### src/design/dsadc_defines.svh
`ifndef DSADC_DEFINES_SVH
`define DSADC_DEFINES_SVH
// Functional notes
// - conversion-done pulse lasts half a clock period
// - latch only after strobe edge before ramp-down
// - polarity comes from the previous conversion
// - multiplexed BCD, blanking between digit selects
// - leading bit 3 low means half digit one
// - leading bit 2 high means positive input
// - bit 0 flags range; bit 3 picks over/under
// - leading bit 1 high for zero half digit
// - one conversion spans a fixed period count
// - clock up to the stated maximum rate
// - internal divider or external clock source

// ****************************************************************
// timing
// ****************************************************************
`define DSADC_ACLK_HZ      32'h05F5E100
`define DSADC_CCLK_MAX_HZ  32'h00061A80
`define DSADC_CONV_TIME_MS 32'h00000028
`define DSADC_CONV_PERIODS 32'h00004010
`define DSADC_HALF_DIV     ((`DSADC_ACLK_HZ + 32'h2 * `DSADC_CCLK_MAX_HZ - 32'h1) / \
                            (32'h2 * `DSADC_CCLK_MAX_HZ))
`define DSADC_CNT_W        15
`define DSADC_DIV_W        8
`define DSADC_SCAN_SLOT    32'h00000040
`define DSADC_SCAN_BLANK   32'h00000004
`define DSADC_SCAN_W       8

// ****************************************************************
// register map and fields
// ****************************************************************
`define DSADC_ADDR_W       8
`define DSADC_OFF_CTRL     8'h00
`define DSADC_OFF_STATUS   8'h04
`define DSADC_OFF_RESULT   8'h08
`define DSADC_OFF_IRQ_STAT 8'h0C
`define DSADC_OFF_IRQ_MASK 8'h10
`define DSADC_CTRL_RUN     0
`define DSADC_CTRL_EXT     1
`define DSADC_RUN_RST      1'h1
`define DSADC_IRQ_W        3
`define DSADC_IRQ_EOC      0
`define DSADC_IRQ_LATCH    1
`define DSADC_IRQ_OOR      2
`define DSADC_RESP_OKAY    2'h0
`define DSADC_RESP_SLVERR  2'h2
`endif

### src/design/dsadc_pkg.sv
`include "dsadc_defines.svh"
package dsadc_pkg;
  typedef enum logic [1:0] {PH_AUTOZERO, PH_INTEGRATE, PH_RAMPDOWN} dsadc_phase_t;

  typedef struct packed {
    logic        half;
    logic [11:0] bcd;
    logic        over;
    logic        under;
    logic        sign;
  } dsadc_result_t;

  typedef struct packed {
    logic [2:0]                  strb_sync;
    logic [1:0]                  ext_sync;
    logic [1:0]                  pol_sync;
    logic [`DSADC_DIV_W-1:0]     div_cnt;
    logic                        cclk_int;
    logic                        cclk_prev;
    logic [`DSADC_CNT_W-1:0]     period_cnt;
    dsadc_phase_t                phase;
    logic                        eoc;
    logic                        armed;
    logic                        pending;
    logic                        pol_cur;
    dsadc_result_t               result;
    logic [15:0]                 digits;
    logic                        run;
    logic                        ext_mode;
    logic [`DSADC_IRQ_W-1:0]     irq_stat;
    logic [`DSADC_IRQ_W-1:0]     irq_mask;
    logic                        aw_held;
    logic [`DSADC_ADDR_W-1:0]    aw_addr;
    logic                        w_held;
    logic [31:0]                 w_data;
    logic [3:0]                  w_strb;
    logic                        bvalid;
    logic [1:0]                  bresp;
    logic                        rvalid;
    logic [1:0]                  rresp;
    logic [31:0]                 rdata;
  } dsadc_top_state_t;

  typedef struct packed {
    logic [1:0]               slot;
    logic [`DSADC_SCAN_W-1:0] cnt;
    logic [3:0]               sel;
    logic [3:0]               bcd;
  } dsadc_scan_state_t;
endpackage

### src/design/dsadc_scan_if.sv
// digit word toward the scanner and the multiplexed outputs back
interface dsadc_scan_if;
  logic [15:0] digits;
  logic [3:0]  digit_sel;
  logic [3:0]  bcd;
  modport producer (output digits, input digit_sel, input bcd);
  modport scanner (input digits, output digit_sel, output bcd);
endinterface

### src/design/dsadc_digit_scan.sv
`include "dsadc_defines.svh"
module dsadc_digit_scan #(
  parameter int SLOT  = `DSADC_SCAN_SLOT,
  parameter int BLANK = `DSADC_SCAN_BLANK
) (
  input  wire logic    aclk,
  input  wire logic    aresetn,
  dsadc_scan_if.scanner scan
);
  localparam int W = `DSADC_SCAN_W;

  if (BLANK < 1 || BLANK >= SLOT || SLOT > (1 << W)) begin : g_bad_scan
    $error("scan slot or blanking out of range");
  end

  dsadc_pkg::dsadc_scan_state_t s_reg;
  dsadc_pkg::dsadc_scan_state_t s_next;

  // ****************************************************************
  // slot sequencing
  // ****************************************************************
  // bcd loads while selects are low, so it never moves under a select
  always_comb begin
    s_next = s_reg;
    if (s_reg.cnt == W'(SLOT - 1)) begin
      s_next.cnt  = '0;
      s_next.slot = s_reg.slot + 2'h1;
    end else begin
      s_next.cnt = s_reg.cnt + W'(1);
    end
    if (s_next.cnt == '0) begin
      case (s_next.slot)
        2'h0:    s_next.bcd = scan.digits[15:12];
        2'h1:    s_next.bcd = scan.digits[11:8];
        2'h2:    s_next.bcd = scan.digits[7:4];
        default: s_next.bcd = scan.digits[3:0];
      endcase
    end
    // interdigit blanking at the head of each slot
    s_next.sel = (s_next.cnt >= W'(BLANK)) ? (4'h1 << s_next.slot) : 4'h0;
  end

  always_ff @(posedge aclk) begin
    if (!aresetn) begin
      s_reg <= '0;
    end else begin
      s_reg <= s_next;
    end
  end

  assign scan.digit_sel = s_reg.sel;
  assign scan.bcd       = s_reg.bcd;
endmodule

### src/design/dsadc_seq_top.sv
`include "dsadc_defines.svh"
module dsadc_seq_top #(
  parameter int CONV_PERIODS = `DSADC_CONV_PERIODS,
  parameter int HALF_DIV     = `DSADC_HALF_DIV,
  parameter int SCAN_SLOT    = `DSADC_SCAN_SLOT,
  parameter int SCAN_BLANK   = `DSADC_SCAN_BLANK
) (
  input  wire logic        aclk,
  input  wire logic        aresetn,
  input  wire logic [7:0]  s_axi_awaddr,
  input  wire logic        s_axi_awvalid,
  output wire logic        s_axi_awready,
  input  wire logic [31:0] s_axi_wdata,
  input  wire logic [3:0]  s_axi_wstrb,
  input  wire logic        s_axi_wvalid,
  output wire logic        s_axi_wready,
  output wire logic [1:0]  s_axi_bresp,
  output wire logic        s_axi_bvalid,
  input  wire logic        s_axi_bready,
  input  wire logic [7:0]  s_axi_araddr,
  input  wire logic        s_axi_arvalid,
  output wire logic        s_axi_arready,
  output wire logic [31:0] s_axi_rdata,
  output wire logic [1:0]  s_axi_rresp,
  output wire logic        s_axi_rvalid,
  input  wire logic        s_axi_rready,
  input  wire logic        ext_clk_in,
  input  wire logic        polarity_in,
  input  wire logic        result_latch_strobe,
  input  wire logic        meas_half,
  input  wire logic [11:0] meas_bcd,
  input  wire logic        meas_over,
  input  wire logic        meas_under,
  output wire logic        conv_done,
  output wire logic [3:0]  digit_sel,
  output wire logic [3:0]  bcd_out,
  output wire logic        irq
);
  localparam int CW       = `DSADC_CNT_W;
  localparam int DW       = `DSADC_DIV_W;
  localparam int IW       = `DSADC_IRQ_W;
  localparam int RD_START = CONV_PERIODS / 2;
  localparam int AZ_END   = CONV_PERIODS / 4;

  if (CONV_PERIODS < 8 || CONV_PERIODS > (1 << CW)) begin : g_bad_conv
    $error("conversion period count does not fit the counter");
  end
  if (HALF_DIV < 1 || HALF_DIV >= (1 << DW)) begin : g_bad_div
    $error("half-period divider does not fit the divider");
  end

  dsadc_pkg::dsadc_top_state_t s_reg;
  dsadc_pkg::dsadc_top_state_t s_next;

  logic        cclk;
  logic        tick;
  logic        fall;
  logic        wrap;
  logic        rd_start;
  logic        strb_edge;
  logic        wr_do;
  logic        rd_do;
  logic        rd_clear;
  logic [31:0] rd_word;
  logic [1:0]  rd_resp;
  logic [IW-1:0] irq_set;

  dsadc_scan_if scan_bus ();

  // ****************************************************************
  // leading digit packing
  // ****************************************************************
  // range flags override the half digit in bit 3 and force bit 1 high
  function automatic logic [3:0] lead_code(input dsadc_pkg::dsadc_result_t r);
    logic oor;
    oor          = r.over | r.under;
    lead_code[3] = r.over ? 1'b0 : (r.under ? 1'b1 : ~r.half);
    lead_code[2] = r.sign;
    lead_code[1] = oor | ~r.half;
    lead_code[0] = oor;
  endfunction

  // ****************************************************************
  // converter clock and phase timing
  // ****************************************************************
  // half divider fixes the fastest internal rate; external pin may be slower
  assign cclk = s_reg.ext_mode ? s_reg.ext_sync[1] : s_reg.cclk_int;
  assign tick = cclk & ~s_reg.cclk_prev & s_reg.run;
  assign fall = ~cclk & s_reg.cclk_prev;
  assign wrap = tick && (s_reg.period_cnt == CW'(CONV_PERIODS - 1));
  assign rd_start  = tick && (s_reg.period_cnt == CW'(RD_START - 1));
  assign strb_edge = s_reg.strb_sync[1] & ~s_reg.strb_sync[2];

  // ****************************************************************
  // register bus decode
  // ****************************************************************
  assign s_axi_awready = ~s_reg.aw_held & ~s_reg.bvalid;
  assign s_axi_wready  = ~s_reg.w_held & ~s_reg.bvalid;
  assign s_axi_arready = ~s_reg.rvalid;
  assign wr_do = s_reg.aw_held & s_reg.w_held;
  assign rd_do = s_axi_arvalid & s_axi_arready;
  assign rd_clear = rd_do && (s_axi_araddr == `DSADC_OFF_IRQ_STAT);

  // read mux; unmapped words answer with an error and zero data
  always_comb begin
    rd_word = 32'h0;
    rd_resp = `DSADC_RESP_OKAY;
    case (s_axi_araddr)
      `DSADC_OFF_CTRL: begin
        rd_word[`DSADC_CTRL_RUN] = s_reg.run;
        rd_word[`DSADC_CTRL_EXT] = s_reg.ext_mode;
      end
      `DSADC_OFF_STATUS: begin
        rd_word[1:0] = s_reg.phase;
        rd_word[2]   = s_reg.pol_cur;
        rd_word[3]   = s_reg.armed;
        rd_word[4]   = s_reg.pending;
      end
      `DSADC_OFF_RESULT: begin
        rd_word[11:0] = s_reg.result.bcd;
        rd_word[12]   = s_reg.result.half;
        rd_word[13]   = s_reg.result.sign;
        rd_word[14]   = s_reg.result.over;
        rd_word[15]   = s_reg.result.under;
      end
      `DSADC_OFF_IRQ_STAT: rd_word[IW-1:0] = s_reg.irq_stat;
      `DSADC_OFF_IRQ_MASK: rd_word[IW-1:0] = s_reg.irq_mask;
      default:             rd_resp = `DSADC_RESP_SLVERR;
    endcase
  end

  // events of the conversion that reach the interrupt status
  always_comb begin
    irq_set                   = '0;
    irq_set[`DSADC_IRQ_EOC]   = wrap;
    irq_set[`DSADC_IRQ_LATCH] = wrap & s_reg.pending;
    irq_set[`DSADC_IRQ_OOR]   = wrap & s_reg.pending & (meas_over | meas_under);
  end

  // ****************************************************************
  // next state
  // ****************************************************************
  always_comb begin
    s_next = s_reg;
    // strobe, external clock and polarity pins pass two flops before any logic looks at them
    s_next.strb_sync = {s_reg.strb_sync[1:0], result_latch_strobe};
    s_next.ext_sync  = {s_reg.ext_sync[0], ext_clk_in};
    s_next.pol_sync  = {s_reg.pol_sync[0], polarity_in};

    // internal oscillator: toggle every HALF_DIV bus clocks
    if (s_reg.div_cnt == DW'(HALF_DIV - 1)) begin
      s_next.div_cnt  = '0;
      s_next.cclk_int = ~s_reg.cclk_int;
    end else begin
      s_next.div_cnt = s_reg.div_cnt + DW'(1);
    end
    s_next.cclk_prev = cclk;

    // period counter; stopping holds the cycle at its start
    if (!s_reg.run || wrap) begin
      s_next.period_cnt = '0;
    end else if (tick) begin
      s_next.period_cnt = s_reg.period_cnt + CW'(1);
    end
    if (s_next.period_cnt < CW'(AZ_END)) begin
      s_next.phase = dsadc_pkg::PH_AUTOZERO;
    end else if (s_next.period_cnt < CW'(RD_START)) begin
      s_next.phase = dsadc_pkg::PH_INTEGRATE;
    end else begin
      s_next.phase = dsadc_pkg::PH_RAMPDOWN;
    end

    // done pulse rises at the cycle boundary, drops on the next low half
    if (wrap) begin
      s_next.eoc = 1'b1;
    end else if (fall) begin
      s_next.eoc = 1'b0;
    end

    // a strobe edge arms the update; ramp-down start decides it
    // an edge in the deciding cycle still counts, it is not lost
    s_next.armed = (strb_edge | s_reg.armed) & ~rd_start;
    if (rd_start) begin
      s_next.pending = s_reg.armed | strb_edge;
    end

    // cycle end: latch if decided, then adopt the polarity seen meanwhile
    if (wrap) begin
      s_next.pending = 1'b0;
      if (s_reg.pending) begin
        s_next.result.half  = meas_half;
        s_next.result.bcd   = meas_bcd;
        s_next.result.over  = meas_over;
        s_next.result.under = meas_under;
        s_next.result.sign  = s_reg.pol_cur;
      end
      s_next.pol_cur = s_reg.pol_sync[1];
    end
    s_next.digits = {lead_code(s_reg.result), s_reg.result.bcd};

    // sticky status: read clears, a new event in the same cycle wins
    s_next.irq_stat = (s_reg.irq_stat & ~{IW{rd_clear}}) | irq_set;

    // write channel: address and data taken in either order
    if (s_axi_awvalid && s_axi_awready) begin
      s_next.aw_held = 1'b1;
      s_next.aw_addr = s_axi_awaddr;
    end
    if (s_axi_wvalid && s_axi_wready) begin
      s_next.w_held = 1'b1;
      s_next.w_data = s_axi_wdata;
      s_next.w_strb = s_axi_wstrb;
    end
    if (wr_do) begin
      s_next.aw_held = 1'b0;
      s_next.w_held  = 1'b0;
      s_next.bvalid  = 1'b1;
      s_next.bresp   = `DSADC_RESP_OKAY;
      case (s_reg.aw_addr)
        `DSADC_OFF_CTRL: begin
          if (s_reg.w_strb[0]) begin
            s_next.run      = s_reg.w_data[`DSADC_CTRL_RUN];
            s_next.ext_mode = s_reg.w_data[`DSADC_CTRL_EXT];
          end
        end
        `DSADC_OFF_IRQ_MASK: begin
          if (s_reg.w_strb[0]) begin
            s_next.irq_mask = s_reg.w_data[IW-1:0];
          end
        end
        `DSADC_OFF_STATUS, `DSADC_OFF_RESULT, `DSADC_OFF_IRQ_STAT: begin
          s_next.bresp = `DSADC_RESP_OKAY;
        end
        default: s_next.bresp = `DSADC_RESP_SLVERR;
      endcase
    end else if (s_reg.bvalid && s_axi_bready) begin
      s_next.bvalid = 1'b0;
    end

    // read channel: one cycle from address to data
    if (rd_do) begin
      s_next.rvalid = 1'b1;
      s_next.rdata  = rd_word;
      s_next.rresp  = rd_resp;
    end else if (s_reg.rvalid && s_axi_rready) begin
      s_next.rvalid = 1'b0;
    end
  end

  always_ff @(posedge aclk) begin
    if (!aresetn) begin
      s_reg     <= '0;
      s_reg.run <= `DSADC_RUN_RST;
    end else begin
      s_reg <= s_next;
    end
  end

  // ****************************************************************
  // outputs and digit scanner
  // ****************************************************************
  assign scan_bus.digits = s_reg.digits;

  dsadc_digit_scan #(
    .SLOT  (SCAN_SLOT),
    .BLANK (SCAN_BLANK)
  ) u_scan (
    .aclk    (aclk),
    .aresetn (aresetn),
    .scan    (scan_bus.scanner)
  );

  assign digit_sel     = scan_bus.digit_sel;
  assign bcd_out       = scan_bus.bcd;
  assign conv_done     = s_reg.eoc;
  assign irq           = |(s_reg.irq_stat & s_reg.irq_mask);
  assign s_axi_bvalid  = s_reg.bvalid;
  assign s_axi_bresp   = s_reg.bresp;
  assign s_axi_rvalid  = s_reg.rvalid;
  assign s_axi_rdata   = s_reg.rdata;
  assign s_axi_rresp   = s_reg.rresp;

  // helper: length of the done pulse in bus clocks
  logic [DW-1:0] eoc_len;
  always_ff @(posedge aclk) begin
    if (!aresetn) begin
      eoc_len <= '0;
    end else begin
      eoc_len <= s_reg.eoc ? eoc_len + DW'(1) : '0;
    end
  end
endmodule

### config.mk
export PLATFORM = sky130hd
export DESIGN_NAME = dsadc_seq_top
export DESIGN_NICKNAME = d
export VERILOG_FILES = /design/src/design/dsadc_pkg.sv /design/src/design/dsadc_scan_if.sv /design/src/design/dsadc_digit_scan.sv /design/src/design/dsadc_seq_top.sv
export VERILOG_INCLUDE_DIRS = /design/src /design/src/design
export SDC_FILE = /design/constraint.sdc
export NUM_CORES = 1
export LEC_CHECK = 0
export BUFFER_PORTS_ARGS = -buffer_cell sky130_fd_sc_hd__buf_4
export CAP_MARGIN = 40
export CELL_PAD_IN_SITES_DETAIL_PLACEMENT = 0
export CELL_PAD_IN_SITES_GLOBAL_PLACEMENT = 2
export CORE_AREA = 2 2 160 115
export DETAILED_ROUTE_END_ITERATION = 12
export DIE_AREA = 0 0 162 117
export PLACE_DENSITY_LB_ADDON = 0.15
export SLEW_MARGIN = 20
export SYNTH_ARGS = -nofsm -noshare
export SYNTH_HDL_FRONTEND = slang
export SYNTH_SLANG_ARGS = --single-unit
### constraint.sdc
create_clock -name aclk -period 5.3 [get_ports aclk]
set_clock_uncertainty 0.1 [all_clocks]
set_input_delay 0.265 -clock aclk [delete_from_list [all_inputs] [get_ports aclk]]
set_output_delay 0.265 -clock aclk [all_outputs]
set_load 0.02 [all_outputs]
==> results.toml, run 1 <==
[die]
start_util_pct = 34.0
io_pins = 128
core-area_sq_um = 17500
die_h_um = 117
num_rows = 41
die_w_um = 162
dieArea_sq_um = 19000

[worst_setup_path]
r2r_cells = 7
critPathArrivalTime_ps = 2970
endpoint = "s_reg[89]"
crit_required_ps = 5550
worst-path-stages = 7
r2r_slack_ps = 2580
cpPeakStageDelay_ps = 630
crit_path_end_kind = "register"
critPathLaunchType = "register"
worstPathMaxFanout = 17
crit_family = "simple AND/OR/NAND/NOR gates"
worstSetupStartpoint = "s_reg[130]"
worst_path_max_delay_cell = "and2_1"
critPathBufInv = 0
path_cells = "ha_1, and3b_1, nand2_1, nor4_4, and2_1, o21ai_1, a21boi_1"
reg2reg_to = "s_reg[89]"
path_class = "register to register"
r2r-start = "s_reg[130]"

[pwr]
pwr-share-seq_pct = 45.0
power_density_nw_per_um2 = 312
p_leak_nw = 2.86
intPower_mw = 1.72
swShare_pct = 23.5
power.total_mw = 2.25
pwr-share-comb_pct = 6.2
max-vdd-ir-drop_uv = 175
pwr-share-clk_pct = 48.7
power_switching_mw = 0.528

[timing]
fmaxAchievable_mhz = 367
slew_headroom_pct = 49.7
fin_setup_tns_ps = 0
fin_crit_ps = 2720
tightest_slew_ps = 753
rsz0062_at_grt = "no"
finalSetupViolCount = 0
post-route-period-util_pct = 51.4
drv_slew = 0
hold_viol_final = 0

[drt]
viasPerCell = 4.74
wl_per_cell_um = 14.6
drtPass1Iterations = 4
drt_iter0_markers = 277
dr_total_vias = 4636
drt_wl_total_um = 14300
drtAntennaViolNets = 0
drc = 0

[logic_synthesis]
syn_avg_cell_area_sq_um = 8.82
syn_inst = 677
synth_edf_count = 0
synthTopCellsByArea = "dfxtp_1 (44%), nand2_1 (6.0%), buf_4 (5.5%)"
async_flop_share_pct = 0
ys_seq_area_share_pct = 43.6
yosys.area.top_type = "dfxtp_1"
synth_cell_types = 60
synthesis.area_sq_um = 5970
synth-seq-cells = 130
yosys.area.top_type_share_pct = 43.6
synthFlopType = "dfxtp_1"
synth_most_common_cell = "dfxtp_1"
yosysWarningCount = 0
synth_commonest_cells = "dfxtp_1 (130), nand2_1 (96), buf_4 (44)"

[cells_and_area]
multiInputGateArea_sq_um = 2920
antenna_cells = 0
nFillCells = 1777
area_delta_synth_final_pct = 20.5
postLayoutCoreUtil_pct = 41.0
drive_gt1_share_pct = 17.0
seq_area_sq_um = 2600
largest_reg_flops = 58
final_nets = 812

[placed_design]
dp_hpwl_um = 9990
port_buffers = 77
routabilityCongestion = 0.831

[outcome]
outcome = "complete, no violations"

[grt]
grt_util_all_layers_pct = 15.3
grt_pass1_vias = 4137
antenna_found_initial = 0
grt_pass1_wl_um = 22400
grt_max_degree = 104
gr-total-overflow = 0

[clock_tree]
clk_latency_ps = 410
cts_tree = "built"
clkSlewWorstSetupHoldPaths_ps = 60
cts_buffers = 17
ctsRootBufferMaster = "clkbuf_16"
clockBufferDepth = 2
cts_sinks = 130
h-tree-depth = 4
ctsResizeCount = 0

[worst_hold_path]
hold_start = "meas_bcd[1]"
hold_class = "primary input to register"

[run]
max_cap_violations = 0
[through the flow]
| stage | setup slack [ps] | instances | hold slack [ps] | instance area [sq um] |
|---|---|---|---|---|
| after floorplan | 3050 | 694 | 292 | 6030 |
| after global placement | 2500 | 929 | 325 | 6450 |
| after detailed placement | 2510 | 931 | 323 | 6460 |
| after CTS | 2500 | 977 | 2.44 | 7160 |
| after global routing | 2390 | 979 | 4.57 | 7190 |
| final | 2580 | 979 | 19.0 | 7190 |
[cells by family after synthesis]
logic type / Yosys count / share of synthesized area [%]
compound gates: 98 / 12.0
xor+xnor: 28 / 4.11
fa+ha+maj: 5 / 1.05
buf+inv: 90 / 8.55
flops: 130 / 43.6
mux: 27 / 4.67
other cells: 1 / 0.0628
simple gates: 298 / 25.9
[cells in the final DEF (no fill, tap or decap), drive strengths merged, types with 4 or more instances in the layout]
cell and instances:
or4 4, nor3b 7, conb 18, nand2b 7, and4 4, a31oi 4, dfxtp 130, nand3 27
nand2 96, inv 11, clkinv 10, nand4 11, xnor2 15, a22oi 15, dlygate4sd3 14, nor4 4
buf 83, o21ai 9, nor3 8, a21oi 9, or3 5, and2 32, o21a 4, and3 8
mux2 4, xor2 13, nor2b 31, ha 5, nor2 42, a21boi 36, nand4b 5, o211a 4
clkbuf 19, mux2i 23
[worst reg2reg max path, delay by kind of cell (launching register included)]
kind	cells	cell delay, ps
adder cells (fa/ha/maj)	1	230
flip-flops	1	390
AND/OR/NAND/NOR	4	1610
AO/OA/AOI/OAI	2	340
[worst min path at each step]
stage	end	slack (ps)	depth (start not counted)
6_report	s_next[93]	20	3
5_1_grt	s_next[92]	5	3
4_1_cts	s_next[93]	2	3
3_5_place_dp	s_reg[156]	320	1
3_3_place_gp	s_reg[156]	320	1
2_1_floorplan	s_next[156]	290	1
[power by group through the flow]
stage                     clock (mW)  combinational [mW]  sequential [mW]
final                           1.09               0.140             1.01
after global routing            1.17               0.154             1.01
after CTS                       1.13               0.139             1.01
after detailed placement           0               0.130             1.03
after global placement             0               0.130             1.03
after floorplan                    0              0.0934             1.03
[what timing repair did]
action                                  in CTS  in global routing
endpoints found under the hold margin       13                  0
hold buffers                                14                  0
endpoints found under the setup margin       0                  0
buffers inserted                             0                  0
[final cells by class]
type / instances / share of cell area [%]
tap: 236 / 4.10
clock buffer: 19 / 6.16
inverter: 10 / 0.522
clock inverter: 13 / 1.55
timing repair buffer: 97 / 10.9
multi-input combinational: 474 / 40.6
sequential: 130 / 36.2
[metal layers]
layer	track usage, %	part of all wire (%)
met5	0	0
met4	5.78	1.0
met3	3.63	4.9
met2	19.9	38
met1	23.8	56
Note: power is estimated with default switching activity, not from simulation.
==> run 2: changes to the inputs <==
- ABC_AREA: not set -> 1
- CORE_AREA: 2 2 160 115 -> 2 2 171 123
- DIE_AREA: 0 0 162 117 -> 0 0 173 125
- clock period: 5.3 -> 2.6 ns (I/O delays scaled with it)
==> run 2 against run 1 <==
Against the previous run:
- fmax rose by 22%
- die area is 14% higher
- worst hold slack gained 8.9 ps
- count of clock-buffer cells in the layout unchanged
- critical path type unchanged
- critical path depth up 3
- via count up 11%
- combinational power increased by 140%
==> results.toml, run 2 <==
[logic_synthesis]
synthFlopType = "dfxtp_1"
synth_cell_types = 38
yosysWarningCount = 0
syn_avg_cell_area_sq_um = 7.10
synth_most_common_cell = "nand2_1"
synth_commonest_cells = "nand2_1 (176), dfxtp_1 (130), nor2_1 (127)"
yosys.area.top_type_share_pct = 44.4
syn_inst = 826
yosys.area.top_type = "dfxtp_1"
synth-seq-cells = 130
synth_edf_count = 0
ys_seq_area_share_pct = 44.4
async_flop_share_pct = 0
synthTopCellsByArea = "dfxtp_1 (44%), nand2_1 (11%), nor2_1 (8.1%)"
synthesis.area_sq_um = 5870

[grt]
grt_util_all_layers_pct = 14.7
grt_pass1_wl_um = 25600
gr-total-overflow = 0
grt_max_degree = 37
antenna_found_initial = 0
grt_pass1_vias = 5080

[timing]
slew_headroom_pct = 61.6
fin_setup_tns_ps = 0
fmaxAchievable_mhz = 448
finalSetupViolCount = 0
fin_crit_ps = 2230
rsz0062_at_grt = "no"
tightest_slew_ps = 571
post-route-period-util_pct = 85.8
hold_viol_final = 0
drv_slew = 0

[cells_and_area]
antenna_cells = 0
largest_reg_flops = 58
layout_common_cells = "nand2_1 (176), dfxtp_1 (130), nor2_1 (127), inv_1 (97), buf_4 (85)"
nFillCells = 2184
layout_commonest_cell = "nand2_1"
area_delta_synth_final_pct = 26.3
final_nets = 998
drive_gt1_share_pct = 15.7
postLayoutCoreUtil_pct = 36.8

[placed_design]
port_buffers = 77
routabilityCongestion = 0.822
dp_hpwl_um = 10900

[die]
core-area_sq_um = 20100
die_h_um = 125
dieArea_sq_um = 21600
io_pins = 128
die_w_um = 173
num_rows = 44
start_util_pct = 29.1

[worst_setup_path]
path_class = "register to register"
crit_required_ps = 2780
cpPeakStageDelay_ps = 460
critPathArrivalTime_ps = 2410
worst_path_max_delay_cell = "o31ai_1"
path_cells = "ha_1, nand2_1, inv_1, nand3_1, nor2_2, nand3_2, nand3_1, nand2_1, o31ai_1, nor3_1"
crit_path_end_kind = "register"
critPathLaunchType = "register"
r2r_cells = 10
worstPathMaxFanout = 5

[run]
max_cap_violations = 0

[drt]
viasPerCell = 4.29
wl_per_cell_um = 12.4
drt_wl_total_um = 15000
drtPass1Iterations = 5
dr_total_vias = 5166
drt_iter0_markers = 266
drc = 0
drtAntennaViolNets = 0

[clock_tree]
cts_tree = "built"
clk_latency_ps = 420
h-tree-depth = 4
cts_sinks = 130
clockBufferDepth = 2
cts_buffers = 17
ctsRootBufferMaster = "clkbuf_16"
clkSlewWorstSetupHoldPaths_ps = 60

[pwr]
max-vdd-ir-drop_uv = 394
power_density_nw_per_um2 = 647
power.total_mw = 4.79
p_leak_nw = 3.30

[outcome]
outcome = "complete, no violations"

[worst_hold_path]
holdPathStages = 3
hold_class = "primary input to register"
==> run 2: layer usage <==
metal  routed length, um  track usage [%]  vias to the layer above  share of wire, %
li1                    -                -                     2736                 -
met1                8270             21.8                     2306                55
met2                5910             20.7                      112                40
met3                 633             3.62                       12               4.2
met4                 140             4.54                        0              0.94
met5                   0                0                        -                 0
==> run 2: final timing paths <==
kind                        start                        to  slack (ps)
setup / recovery  u_scan.s_reg[8]  u_scan.scan.digit_sel[2]         370
setup reg to reg  u_scan.s_reg[8]  u_scan.scan.digit_sel[2]         370
hold reg to reg       s_next[158]                s_reg[158]         320
hold / removal            aresetn                s_reg[158]          30
==> run 2: cells by family (layout without fill, tap and decap cells) <==
family,Yosys count,in the layout,share of synthesized area [%]
other,1,18,0.0639
flip-flops,130,130,44.4
buffers and inverters,168,254,13.8
XOR/XNOR,4,4,0.597
AO/OA/AOI/OAI,103,103,9.36
AND/OR/NAND/NOR,415,415,30.7
adder cells (fa/ha/maj),5,5,1.07
==> run 2: area by class of cell <==
type	count	area (sq um)	area share, %
Clock inverter	13	136	1.84
Inverter	105	394	5.32
Multi-Input combinational cell	545	2520	34.0
Clock buffer	19	453	6.11
Timing Repair Buffer	117	958	12.9
Sequential cell	130	2600	35.1
Tap cell	276	345	4.66
==> run 2: report_power, final <==
group | internal (mW) | switching [mW]
Combinational | 0.144 | 0.187
Sequential | 2.04 | 0.0286
Clock | 1.40 | 0.989
==> run 2: stage by stage <==
stage	worst slack, ps	std cells	instance area [sq um]	hold WS, ps
3_5_place_dp	341	1141	6500	232
2_1_floorplan	703	843	5930	128
6_report	369	1205	7410	27.9
3_3_place_gp	386	1141	6500	223
5_1_grt	41.0	1205	7410	41.3
4_1_cts	320	1205	7410	8.89
==> run 2: critical path, delay by kind of cell, from the launching register on <==
| family | cells | cell delay (ps) |
|---|---|---|
| AO/OA/AOI/OAI | 1 | 460 |
| adder cells (fa/ha/maj) | 1 | 180 |
| buffers and inverters | 1 | 80 |
| flip-flops | 1 | 380 |
| AND/OR/NAND/NOR | 7 | 890 |
==> run 2: what timing repair did <==
item	4_1_cts	5_1_grt
endpoints found under the hold margin	33	0
hold buffers	32	0
resized for setup	0	1
setup endpoints to repair	0	2
buffers inserted	0	0
==> run 3: changes to the inputs <==
- CORE_AREA: 2 2 171 123 -> 2 2 180 129
- DIE_AREA: 0 0 173 125 -> 0 0 182 131
- GPL_ROUTABILITY_DRIVEN: not set -> 0
- clock period: 2.6 -> 2 ns (I/O delays scaled with it)
==> run 3 against run 2 <==
Against the previous run:
- count of clock-buffer cells in the layout is 2 lower
- worst setup slack lost 310 ps
- combinational power is 40% higher
- non-clock buffer count rose by 61
- total power is 31% higher
- wire length increased by 8.8%
- sequential power up 30%
- global-route usage shrank 0.63 points
- critical path type unchanged
- critical endpoint is now u_scan.scan.bcd[0]
- largest cell class is now multi-input gates
- largest power group unchanged
==> results.toml, run 3 (same netlist as run 2, synthesis figures left out) <==
[clock_tree]
h-tree-depth = 4
cts_buffers = 17
cts_tree = "built"
ctsRootBufferMaster = "clkbuf_16"
clockBufferDepth = 2
clk_latency_ps = 430
cts_sinks = 130
clkSlewWorstSetupHoldPaths_ps = 70

[timing]
rsz0062_at_grt = "yes"
hold_viol_final = 0
post-route-period-util_pct = 97.2
fin_setup_tns_ps = 0
fin_hold_ws_ps = 17.1
fin_crit_ps = 1940
finalSetupViolCount = 0
tightest_slew_ps = 515
slew_headroom_pct = 65.6
drv_slew = 0
layout_setup_ws_ps = 55.3
fmaxAchievable_mhz = 514

[run]
max_cap_violations = 0

[die]
die_w_um = 182
die_h_um = 131
io_pins = 128
dieArea_sq_um = 23800
start_util_pct = 26.4
core-area_sq_um = 22200
num_rows = 46

[grt]
grt_pass1_vias = 5190
antenna_found_initial = 0
grt_max_degree = 68
grt_util_all_layers_pct = 14.0
gr-total-overflow = 0
grt_pass1_wl_um = 26100

[cells_and_area]
layout_commonest_cell = "nand2_1"
area_delta_synth_final_pct = 41.5
antenna_cells = 0
layout_common_cells = "nand2_1 (159), buf_4 (137), nor2_1 (124), dfxtp_1 (120), inv_1 (92)"
largest_reg_flops = 58
nFillCells = 2360
postLayoutCoreUtil_pct = 37.4
drive_gt1_share_pct = 27.8
final_nets = 1059

[pwr]
max-vdd-ir-drop_uv = 549
power_density_nw_per_um2 = 758
p_leak_nw = 3.70

[worst_setup_path]
critPathBufInv = 3
critPathArrivalTime_ps = 2180
critPathLaunchType = "register"
crit_path_end_kind = "register"
worstPathMaxFanout = 8
cpPeakStageDelay_ps = 350
crit_family = "simple AND/OR/NAND/NOR gates"
path_class = "register to register"
path_cells = "ha_4, nand2_4, inv_4, nand3_4, nor2_4, buf_6, nand4_1, nand2_2, buf_6, nand3_2, nand3_2, nand3_1, a21oi_1"
worst_path_max_delay_cell = "dfxtp_2"
crit_required_ps = 2240

[drt]
drt_iter0_markers = 178
viasPerCell = 4.26
wl_per_cell_um = 12.7
drtPass1Iterations = 4
drt_wl_total_um = 16300
drtAntennaViolNets = 0
drc = 0
dr_total_vias = 5445

[placed_design]
preCtsSetupSlack_ps = -113
dp_hpwl_um = 11700
port_buffers = 77

[worst_hold_path]
hold_class = "primary input to register"

[outcome]
outcome = "complete, no violations"
==> run 3: cell count changes in the layout (fill, tap and decap cells not counted), moves of 13 or more <==
cell,previous run,this run
buf_4,85,137
nand3_1,61,37
nand2_1,176,159
nand3_2,2,22
nand2_2,5,18
==> run 3: repair_timing <==
item	CTS	global route
setup buffers	1	13
resized for setup	27	73
pin swaps	6	29
hold buffers	32	0
endpoints found under the hold margin	33	0
endpoints found under the setup margin	23	25
==> run 3: routing by layer <==
metal  wire length, um  vias up  global-route usage, %
met5                 0        -                      0
met2              6630      108                   19.8
met3               814        8                   3.60
met4               137        0                   4.13
met1              8680     2460                   20.8
li1                  -     2869                      -
==> run 3: layout make-up <==
class | instances | area, sq um | share of cell area, %
clock buffer | 17 | 425 | 5.13
clock inverter | 15 | 161 | 1.94
inverter | 105 | 404 | 4.87
multi-input combinational | 545 | 2850 | 34.3
sequential | 130 | 2620 | 31.5
tap | 288 | 360 | 4.34
timing repair buffer | 178 | 1490 | 17.9
==> run 3: power breakdown <==
| group | internal (mW) | total (mW) | switching (mW) |
|---|---|---|---|
| Sequential | 2.65 | 2.69 | 0.0401 |
| Combinational | 0.204 | 0.464 | 0.259 |
| Clock | 1.78 | 3.14 | 1.36 |
==> run 3: metrics by stage <==
step | power (mW) | cell area [sq um] | std cells
global placement | 3.14 | 6920 | 1200
global route | 6.56 | 8300 | 1278
floorplan | 3.01 | 5930 | 843
detailed placement | 3.15 | 6920 | 1200
CTS | 6.37 | 7910 | 1265
finish | 6.29 | 8300 | 1278
==> run 3: path summary, 6_finish.rpt <==
check,startpoint,end,slack [ps],depth (start not counted)
setup reg to reg,u_scan.s_reg[8],u_scan.scan.bcd[0],60,13
setup / recovery,u_scan.s_reg[8],u_scan.scan.bcd[0],60,13
hold reg to reg,s_next[156],s_reg[156],310,2
hold / removal,s_axi_wvalid,s_reg[38],20,3
==> run 3: worst reg2reg max path: stages, from the launching register on <==
cell	delay, ps
dfxtp_2	350
ha_4	150
nand2_4	60
inv_4	70
nand3_4	70
nor2_4	160
buf_6	120
nand4_1	80
nand2_2	150
buf_6	170
nand3_2	90
nand3_2	90
nand3_1	80
a21oi_1	140
